<file path="config.mk">
export PLATFORM = sky130hd
export DESIGN_NAME = tsp_port
export DESIGN_NICKNAME = d
export VERILOG_FILES = /design/src/tsp_pkg.sv /design/src/tsp_port.sv
export VERILOG_INCLUDE_DIRS = /design/src
export SDC_FILE = /design/constraint.sdc
export NUM_CORES = 1
export LEC_CHECK = 0
export ABC_AREA = 1
export CAP_MARGIN = 20
export CORE_ASPECT_RATIO = 1.25
export CORE_MARGIN = 3
export CORE_UTILIZATION = 45
export DETAILED_ROUTE_END_ITERATION = 16
export DONT_BUFFER_PORTS = 1
export SLEW_MARGIN = 20
export SYNTH_ARGS = -nofsm -noshare
export SYNTH_HDL_FRONTEND = slang
export SYNTH_SLANG_ARGS = --single-unit
</file>
<file path="constraint.sdc">
create_clock -name core_clk -period 1.8 [get_ports core_clk]
set_clock_uncertainty 0.15 [all_clocks]
set_input_delay 0.09 -clock core_clk [delete_from_list [all_inputs] [get_ports core_clk]]
set_output_delay 0.09 -clock core_clk [all_outputs]
set_load 0.05 [all_outputs]
</file>
<file path="src/tsp_consts.svh">
// constants for the touch sensor serial target port
// assumes inclusion by the port module only, not by tsp_pkg.sv
`ifndef TSP_CONSTS_SVH
`define TSP_CONSTS_SVH
`define TSP_ADDR_BASE     7'h16
`define TSP_CLK_HZ        25000000
`define TSP_POR_TIME_MS   20
`define TSP_POR_CYCLES    ((`TSP_CLK_HZ / 1000) * `TSP_POR_TIME_MS)
`define TSP_REG_AW        8
`define TSP_BIT_CNT_LAST  4'h8
`endif

</file>
<file path="src/tsp_pkg.sv">
// types for the touch sensor serial target port
// needs nothing from tsp_consts.svh, which it does not include
package tsp_pkg;
	typedef enum logic [2:0]
	{
		TSP_IDLE  = 3'b000,
		TSP_ADDR  = 3'b001,
		TSP_AACK  = 3'b010,
		TSP_WBYTE = 3'b011,
		TSP_WACK  = 3'b100,
		TSP_RBYTE = 3'b101,
		TSP_RACK  = 3'b110,
		TSP_SKIP  = 3'b111
	} tsp_state_t;
endpackage

</file>
<file path="src/tsp_port.sv">
// serial target port: address match, register address, auto-increment access
// assumes scl/sda inputs already synchronous to core_clk, register file outside
// Notes on behaviour
// - straps pick address 0x16 to 0x19
// - write: address, register index, data, auto-increment
// - read after repeated start, incrementing register index
// - internal reset held for power-on interval
// - interrupt pin high during reset, low after
`timescale 1ns/1ps
`include "tsp_consts.svh"
module tsp_port
	import tsp_pkg::*;
#(
	parameter int POR_CYCLES = `TSP_POR_CYCLES
)
(
	// clock, reset, enable
	input  wire logic       core_clk,
	input  wire logic       sys_rst,
	input  wire logic       clk_en,
	// address straps
	input  wire logic       addr_strap_low,
	input  wire logic       addr_strap_high,
	// bus pins
	input  wire logic       scl_in,
	input  wire logic       sda_in,
	output logic            sda_out,
	output logic            sda_oe,
	// register file side
	output logic [7:0]      reg_addr,
	output logic [7:0]      reg_wdata,
	output logic            reg_wr,
	output logic            reg_rd,
	input  wire logic [7:0] reg_rdata,
	// readiness
	output logic            irq_output_pin
);
	tsp_state_t  state_reg, state_next;
	logic        scl_d_reg, sda_d_reg;
	logic [7:0]  sh_reg;
	logic [3:0]  bcnt_reg;
	logic        read_reg;
	logic        have_idx_reg;
	logic [31:0] por_cnt_reg;
	logic        por_reg;
	logic [7:0]  addr_reg, wdata_reg;
	logic        wr_reg, rd_reg, sda_oe_reg;

	wire scl_rise = scl_in && !scl_d_reg;
	wire scl_fall = !scl_in && scl_d_reg;
	wire start_c  = scl_in && scl_d_reg && sda_d_reg && !sda_in;
	wire stop_c   = scl_in && scl_d_reg && !sda_d_reg && sda_in;
	wire [6:0] my_addr = `TSP_ADDR_BASE + {5'h00, addr_strap_high, addr_strap_low};
	wire byte_done = (bcnt_reg == `TSP_BIT_CNT_LAST);
	wire addr_hit  = (sh_reg[7:1] == my_addr);
	wire run       = clk_en && !por_reg;

	// power-on hold; reset interval counted in core clocks
	always_ff @(posedge core_clk)
	begin
		if (sys_rst)
		begin
			por_cnt_reg <= 32'h00000000;
			por_reg     <= 1'b1;
		end
		else if (clk_en && por_reg)
		begin
			por_cnt_reg <= por_cnt_reg + 32'h00000001;
			if (por_cnt_reg >= POR_CYCLES - 1)
				por_reg <= 1'b0;
		end
	end
	assign irq_output_pin = por_reg; // por_reg is a flip-flop

	always_comb
	begin
		state_next = state_reg;
		case (state_reg)
			TSP_ADDR:  if (scl_fall && byte_done)
					state_next = addr_hit ? TSP_AACK : TSP_SKIP;
			TSP_AACK:  if (scl_fall)
					state_next = read_reg ? TSP_RBYTE : TSP_WBYTE;
			TSP_WBYTE: if (scl_fall && byte_done)
					state_next = TSP_WACK;
			TSP_WACK:  if (scl_fall)
					state_next = TSP_WBYTE;
			TSP_RBYTE: if (scl_fall && byte_done)
					state_next = TSP_RACK;
			TSP_RACK:  if (scl_rise)
					state_next = sda_in ? TSP_SKIP : TSP_RACK;
			default:   state_next = state_reg;
		endcase
		if (state_reg == TSP_RACK && scl_fall)
			state_next = TSP_RBYTE;
		if (start_c)
			state_next = TSP_ADDR;
		else if (stop_c)
			state_next = TSP_IDLE;
	end

	always_ff @(posedge core_clk)
	begin
		if (sys_rst)
		begin
			state_reg    <= TSP_IDLE;
			scl_d_reg    <= 1'b1;
			sda_d_reg    <= 1'b1;
			sh_reg       <= 8'h00;
			bcnt_reg     <= 4'h0;
			read_reg     <= 1'b0;
			have_idx_reg <= 1'b0;
			addr_reg     <= 8'h00;
			wdata_reg    <= 8'h00;
			wr_reg       <= 1'b0;
			rd_reg       <= 1'b0;
			sda_oe_reg   <= 1'b0;
		end
		else if (run)
		begin
			scl_d_reg <= scl_in;
			sda_d_reg <= sda_in;
			state_reg <= state_next;
			wr_reg    <= 1'b0;
			rd_reg    <= 1'b0;
			if (start_c || stop_c)
				bcnt_reg <= 4'h0;
			else if (scl_rise && (state_reg == TSP_ADDR || state_reg == TSP_WBYTE))
			begin
				sh_reg   <= {sh_reg[6:0], sda_in};
				bcnt_reg <= bcnt_reg + 4'h1;
			end
			// read bits counted where the controller samples them, so the
			// eighth fall closes the byte and frees the line for its ack
			else if (scl_rise && state_reg == TSP_RBYTE)
				bcnt_reg <= bcnt_reg + 4'h1;
			else if (scl_fall && byte_done)
				bcnt_reg <= 4'h0;
			else if (scl_fall && state_reg == TSP_RBYTE)
				sh_reg <= {sh_reg[6:0], 1'b1};
			if (stop_c)
				have_idx_reg <= 1'b0;
			if (scl_fall && byte_done && state_reg == TSP_ADDR)
			begin
				read_reg <= sh_reg[0];
				if (!sh_reg[0])
					have_idx_reg <= 1'b0;
			end
			if (scl_fall && byte_done && state_reg == TSP_WBYTE)
			begin
				if (!have_idx_reg)
				begin
					addr_reg     <= sh_reg;
					have_idx_reg <= 1'b1;
				end
				else
				begin
					wdata_reg <= sh_reg;
					wr_reg    <= 1'b1;
				end
			end
			if (wr_reg || rd_reg)
				addr_reg <= addr_reg + 8'h01;
			// load read byte on the falling edge that opens each read byte
			if (scl_fall && ((state_reg == TSP_AACK && read_reg) || state_reg == TSP_RACK))
			begin
				sh_reg <= reg_rdata;
				rd_reg <= 1'b1;
			end
			if (start_c || stop_c)
				sda_oe_reg <= 1'b0;
			else if (scl_fall)
			begin
				if (byte_done && addr_hit && state_reg == TSP_ADDR)
					sda_oe_reg <= 1'b1;
				else if (byte_done && state_reg == TSP_WBYTE)
					sda_oe_reg <= 1'b1;
				else if (state_reg == TSP_AACK && read_reg)
					sda_oe_reg <= !reg_rdata[7];
				else if (state_reg == TSP_RACK)
					sda_oe_reg <= !reg_rdata[7];
				else if (state_reg == TSP_RBYTE && !byte_done)
					sda_oe_reg <= !sh_reg[6];
				else
					sda_oe_reg <= 1'b0;
			end
		end
	end

	assign sda_out   = 1'b0;
	assign sda_oe    = sda_oe_reg;
	assign reg_addr  = addr_reg;
	assign reg_wdata = wdata_reg;
	assign reg_wr    = wr_reg;
	assign reg_rd    = rd_reg;

	a_ready_low: assert property (@(posedge core_clk) disable iff (sys_rst)
		$fell(irq_output_pin) |-> (por_cnt_reg == POR_CYCLES))
		else $error("interrupt pin fell before the hold interval ended");
	a_por_hold: assert property (@(posedge core_clk) disable iff (sys_rst)
		(por_cnt_reg < POR_CYCLES - 1) |-> por_reg)
		else $error("power-on hold released early");
	a_foreign_quiet: assert property (@(posedge core_clk) disable iff (sys_rst)
		(state_reg == TSP_SKIP) |-> !sda_oe)
		else $error("driving data line for foreign address");
	a_wr_incr: assert property (@(posedge core_clk) disable iff (sys_rst || !clk_en)
		wr_reg |=> (addr_reg == $past(addr_reg) + 8'h01))
		else $error("write index did not advance");
	a_rd_incr: assert property (@(posedge core_clk) disable iff (sys_rst || !clk_en)
		rd_reg |=> (addr_reg == $past(addr_reg) + 8'h01))
		else $error("read index did not advance");
	a_nack_end: assert property (@(posedge core_clk) disable iff (sys_rst || !clk_en)
		(run && state_reg == TSP_RACK && scl_rise && sda_in && !start_c && !stop_c)
		|=> state_reg == TSP_SKIP)
		else $error("read went on after nack");
	a_addr_ack: assert property (@(posedge core_clk) disable iff (sys_rst || !clk_en)
		(run && state_reg == TSP_ADDR && scl_fall && byte_done && addr_hit && !start_c
		&& !stop_c) |=> sda_oe)
		else $error("own address not acknowledged");
	a_stop_idle: assert property (@(posedge core_clk) disable iff (sys_rst || !clk_en)
		(run && stop_c) |=> (state_reg == TSP_IDLE && !sda_oe))
		else $error("stop did not release port");
endmodule

</file>
==> flow_metrics.py, run 1 <==
metrics = {
    "synth": {
        "yosysSeqAreaShare": 0.339,
        "synthCells": 655,
        "synthArstFlopShare": 0,
        "netlist_area_sq_um": 4190,
        "syn-num-nets": 674,
        "synth_most_common_cell": "nand2_1",
        "synth_compound_area_frac": 0.148,
        "synthTopCellsByArea": "dfxtp_1 (34%), nand2_1 (15%), nor2_1 (8.1%)",
        "synth_top_family_by_area": "simple AND/OR/NAND/NOR gates",
        "synth_fa_ha_area_frac": 0.0120,
        "avgSynthCellArea_sq_um": 6.39,
        "synth_top_area_cell": "dfxtp_1",
        "ys_types": 41,
        "yosys_register_bits": 71,
        "synth_warnings": 0,
        "synth_edf_count": 0,
        "yosys.area_share.xor_xnor": 0.0188,
        "synthTopCellsByCount": "nand2_1 (163), nor2_1 (90), dfxtp_1 (71)",
        "ys.flop_type": "dfxtp_1",
        "synthMuxAreaShare": 0,
        "synthSimpleGateAreaFrac": 0.382,
        "synth_top_area_share": 0.339,
    },
    "timing": {
        "rsz0062_at_grt": "yes",
        "fin_crit_sh": 0.968,
        "maxSlewViolCount": 0,
        "hold_viol_final": 0,
        "max_freq_mhz": 574,
        "setup_viol_count_final": 0,
        "min_period_ps": 1740,
        "layout_setup_ws_ps": 57.9,
    },
    "worst_setup_path": {
        "cp_top_family": "simple AND/OR/NAND/NOR gates",
        "cp_data_required_time_ps": 1900,
        "path_buf_inv": 0,
        "crit_path_max_fanout": 5,
        "worstSetupPathType": "flop to flop",
        "crit_slowest_cell": "dfxtp_4",
        "ff2ff_path_depth": 9,
        "end_kind": "flop",
        "path_cells": "ha_4, nand2_2, nor2_4, nand3_2, nor2_4, nand2_2, nor2_2, xor2_1, nor2_1",
        "worstPathArrival_ps": 1850,
        "startpoint_type": "flop",
        "slowest_delay_ps": 380,
        "cp-startpoint": "por_cnt_reg[1]",
        "worstSetupPathDepth": 9,
        "reg2reg_from": "por_cnt_reg[1]",
    },
    "layout": {
        "stdcell_count": 837,
        "insertedDiodeCount": 0,
        "final_nets": 731,
        "drive_above_1_share": 0.201,
        "fillers": 917,
        "largest_reg_flops": 32,
        "utilization": 0.577,
        "area_delta_synth_final_pct": 22.6,
    },
    "detailed_routing": {
        "wl_per_cell_microns": 13.5,
        "dr.first_iter.drc_count": 193,
        "via_count": 4309,
        "dr.pass1.iters": 5,
        "drt_wl_total_mm": 11.3,
        "route.antenna.remaining_nets": 0,
        "drc": 0,
        "vias_per_cell": 5.15,
    },
    "hold_path": {
        "holdPathStages": 6,
        "hp-start": "scl_in",
        "min-delay-path-class": "input pin to flop",
    },
    "cts": {
        "insertion_delay_ps": 360,
        "htreeDepth": 3,
        "root_buffer": "clkbuf_8",
        "clk_path_buf_depth": 2,
        "cts_buffers": 9,
        "cts_tree": "built",
        "path_clk_slew_ps": 80,
        "cts_sinks": 71,
    },
    "floorplan": {
        "dieHeight_microns": 114,
        "core_sq_um": 8890,
        "dieArea_sq_um": 10500,
        "placementRows": 38,
        "io_pins": 36,
        "die_w_microns": 92.3,
        "start_util": 0.471,
    },
    "place": {
        "place_worst_setup_slack_ps": -16.5,
        "hpwl_mm": 8.12,
        "place_inst": 798,
        "gp_congestion": 0.915,
        "port_buffers": 0,
    },
    "pwr": {
        "peakVddDrop_mv": 0.515,
        "p_per_area_nw_per_um2": 614,
        "power_w": 0.00315,
        "p_leak_nw": 1.99,
    },
    "run": {
        "maxCapViolations": 0,
    },
    "global_route": {
        "grt_use_total": 0.218,
        "grt_pass1_vias": 4144,
        "grt_pass1_wl_mm": 18.4,
        "antenna_found_initial": 0,
        "grt_max_degree": 28,
        "grt-ovfl-total": 0,
    },
    "run_status": {
        "status": "complete, no violations",
    },
}
## layout by cell type (no fill, tap or decap), types with 4 or more instances in the layout
master / instances
nand2_4: 4
buf_4: 49
dfxtp_2: 6
nand2_1: 157
o21ai_1: 19
nor3_1: 12
nand2_2: 12
clkbuf_8: 9
nand4_1: 13
a21oi_1: 59
inv_2: 13
dlygate4sd3_1: 12
dfxtp_1: 64
nor2_4: 10
nor2_1: 84
nor2_2: 10
inv_1: 65
xor2_1: 9
nand3_2: 8
o21ai_0: 25
nand3_1: 36
## metrics by stage
stage	cell area (sq um)	hold WS, ps	TNS [ps]
global route	5130	97.6	-161
floorplan	4190	70.4	0
finish	5130	65.5	0
CTS	4930	10.3	0
global placement	4530	15.6	0
detailed placement	4530	17.7	-16.5
## path summary, 6_finish.rpt
check | to | slack, ps
worst min-delay path | bcnt_reg[2] | 70
worst max register to register | por_cnt_reg[22] | 60
worst min register to register | por_cnt_reg[31] | 330
worst max-delay path | por_cnt_reg[22] | 60
## kinds of logic (layout without fill, tap and decap cells)
logic type | Yosys count | in the layout
AOI/OAI and AO/OA | 115 | 115
xor gates and xnor gates | 9 | 9
adders and majority gates | 4 | 4
buffers and inverters | 98 | 159
DFF | 71 | 71
other | 1 | 1
and+or+nand+nor | 357 | 358
## layout make-up
| cell class | count | area, sq um | share of cell area |
|---|---|---|---|
| repair buffers | 63 | 528 | 0.103 |
| well taps | 120 | 150 | 0.0292 |
| multi-input cells | 487 | 2500 | 0.486 |
| clock buffers | 9 | 124 | 0.0241 |
| clock inverters | 7 | 96.3 | 0.0188 |
| flip-flops and latches | 71 | 1430 | 0.279 |
| inverters | 80 | 305 | 0.0595 |
## routing by layer
metal	track usage	wire length [microns]	up-vias
met4	0.106	341	0
met3	0.0462	368	24
met2	0.404	5990	88
met1	0.234	4610	1970
met5	0	0	-
li1	-	-	2227
## worst register-to-register path, delay by kind of cell, from the launching register on
kind | cells | cell delay, ps
adder cells (fa/ha/maj) | 1 | 160
flip-flops | 1 | 380
AND/OR/NAND/NOR | 7 | 800
XOR/XNOR | 1 | 140
## repair_timing
item,CTS,global route
hold endpoints to repair,54,0
resized for setup,1,43
setup buffers,3,6
pin swaps,1,16
gates cloned,0,1
hold buffers,13,0
setup endpoints to repair,2,39
## where the power goes
group	internal [W]	switching, W
registers	0.00157	0.00000754
logic	0.0000547	0.0000859
clock network	0.000784	0.000646
total	0.00241	0.000739
(Power assumes the default switching activity.)
==> run 2, diff against run 1 <==
==> constraint.sdc (replaced) <==
create_clock -name core_clk -period 1.8 [get_ports core_clk]
set_clock_uncertainty 0.15 [all_clocks]
set_input_delay 0.45 -clock core_clk [delete_from_list [all_inputs] [get_ports core_clk]]
set_output_delay 0.45 -clock core_clk [all_outputs]
set_load 0.05 [all_outputs]
==> run 2 against run 1 <==
Maximum frequency decreased by 0.62%. Core utilization shrank 2.9 points. Final area decreased by 5.1%. Wire length fell by 0.44%. Critical endpoint is now por_cnt_reg[19]. Final cell count down 2.2%. Count of clock-buffer cells in the layout did not move. Hold slack lost 65 ps. Global-route usage decreased by 0.33 points.
==> flow_metrics.py, run 2 (synthesis gave the netlist of run 1 again) <==
metrics = {
    "run_status": {
        "status": "complete, no violations",
    },
    "cts": {
        "cts_buffers": 9,
        "path_clk_slew_ps": 90,
        "htreeDepth": 3,
        "insertion_delay_ps": 360,
        "cts_tree": "built",
        "clk_path_buf_depth": 2,
        "root_buffer": "clkbuf_8",
        "cts_sinks": 71,
    },
    "detailed_routing": {
        "dr.pass1.iters": 4,
        "drc": 0,
        "dr.first_iter.drc_count": 171,
        "via_count": 4194,
        "drt_wl_total_mm": 11.3,
        "wl_per_cell_microns": 13.7,
        "vias_per_cell": 5.12,
        "route.antenna.remaining_nets": 0,
    },
    "layout": {
        "multiInputGateArea_sq_um": 2430,
        "stdcell_count": 819,
        "final_common_cell": "nand2_1",
        "largest_reg_flops": 32,
        "insertedDiodeCount": 0,
        "fillers": 903,
        "area_delta_synth_final_pct": 16.3,
        "seq_area_sq_um": 1430,
        "drive_above_1_share": 0.170,
        "final_nets": 713,
        "mostFrequentLayoutCells": "nand2_1 (159), nor2_1 (87), dfxtp_1 (67), inv_1 (66), a21oi_1 (59)",
    },
    "worst_setup_path": {
        "cp_data_required_time_ps": 1910,
        "path_buf_inv": 1,
        "r2r-end": "por_cnt_reg[19]",
        "slowest_delay_ps": 360,
        "ff2ff_path_depth": 8,
        "end_kind": "flop",
        "crit_top_cell": "nor2_1",
        "reg2reg_from": "por_cnt_reg[0]",
        "cp_top_family": "simple AND/OR/NAND/NOR gates",
        "startpoint_type": "flop",
        "crit_path_max_fanout": 4,
        "worstPathArrival_ps": 1870,
        "r2r_slack_ps": 50,
        "crit_slowest_cell": "dfxtp_2",
        "path_cells": "buf_4, nand3_1, nor2_1, nand4_1, nor2_1, nand2_1, o21ai_1, a21oi_1",
        "worstSetupPathType": "flop to flop",
    },
    "pwr": {
        "peakVddDrop_mv": 0.351,
        "p_per_area_nw_per_um2": 628,
        "power_w": 0.00306,
        "p_leak_nw": 1.87,
    },
    "global_route": {
        "grt_pass1_wl_mm": 18.1,
        "grt_use_total": 0.215,
        "antenna_found_initial": 0,
        "grt_max_degree": 30,
        "grt-ovfl-total": 0,
        "grt_pass1_vias": 4048,
    },
    "floorplan": {
        "io_pins": 36,
        "placementRows": 38,
        "core_sq_um": 8890,
        "die_w_microns": 92.3,
        "dieArea_sq_um": 10500,
        "start_util": 0.471,
        "dieHeight_microns": 114,
    },
    "timing": {
        "max_freq_mhz": 570,
        "setup_viol_count_final": 0,
        "worst_slew_pin_slew_ps": 583,
        "hold_viol_final": 0,
        "min_period_ps": 1750,
        "slew_headroom": 0.610,
        "maxSlewViolCount": 0,
        "rsz0062_at_grt": "yes",
        "holdWs_ps": 0.300,
        "fin_crit_sh": 0.974,
    },
    "hold_path": {
        "min-delay-path-class": "input pin to flop",
        "holdPathStages": 1,
        "min_to": "por_cnt_reg[26]",
        "hp-start": "sys_rst",
    },
    "place": {
        "port_buffers": 0,
        "hpwl_mm": 8.24,
        "gp_congestion": 0.920,
        "place_inst": 791,
    },
    "run": {
        "maxCapViolations": 0,
    },
}
-- run 2: changes by cell type in the layout (fill, tap and decap cells not counted), moves of 3 or more --
cell	previous run	this run
nor2_1	84	87
buf_4	49	39
dlygate4sd3_1	12	6
nand2_4	4	1
dfxtp_1	64	67
dfxtp_2	6	3
-- run 2: cell type report --
cell class | count | area share
Sequential cell | 71 | 0.293
Multi-Input combinational cell | 487 | 0.499
Inverter | 80 | 0.0627
Tap cell | 120 | 0.0308
Clock inverter | 7 | 0.0162
Clock buffer | 9 | 0.0254
Timing Repair Buffer | 45 | 0.0724
-- run 2: worst max-delay path by stage --
stage | slack, ps | to | depth (start not counted) | start
floorplan | 10 | reg_addr[6] | 7 | reg_addr[0]
CTS | 6 | por_cnt_reg[12] | 10 | por_cnt_reg[1]
global placement | 50 | por_cnt_reg[12] | 10 | por_cnt_reg[1]
global route | -70 | por_cnt_reg[19] | 7 | por_cnt_reg[2]
finish | 50 | por_cnt_reg[19] | 8 | por_cnt_reg[0]
detailed placement | -10 | por_cnt_reg[22] | 9 | por_cnt_reg[1]
-- run 2: metal layers --
metal,vias to the layer above,GRT usage,share of wire
li1,2191,-,-
met1,1873,0.235,0.40
met2,99,0.395,0.53
met3,31,0.0317,0.034
met4,0,0.120,0.036
met5,-,0,0
-- run 2: per-stage QoR --
stage | area [sq um] | utilization | TNS [ps] | setup slack, ps
floorplan | 4190 | - | 0 | 13.6
global placement | 4480 | 0.504 | 0 | 49.7
detailed placement | 4480 | 0.504 | -15.0 | -15.0
CTS | 4690 | 0.527 | 0 | 6.30
global route | 4870 | 0.548 | -264 | -70.4
finish | 4870 | 0.548 | 0 | 47.1
-- run 2: what timing repair did --
action / in CTS / in global routing
gates cloned: 0 / 1
endpoints found under the hold margin: 23 / 10
pin swaps: 0 / 6
gates resized for setup: 1 / 24
setup buffers: 0 / 5
setup endpoints to repair: 1 / 31
-- run 2: where the power goes --
part	switching [W]	leakage (nW)	total, W	internal (W)
registers	0.00000674	0.573	0.00158	0.00157
logic	0.0000768	1.19	0.000118	0.0000409
clock network	0.000703	0.105	0.00136	0.000657
total	0.000787	1.87	0.00306	0.00227
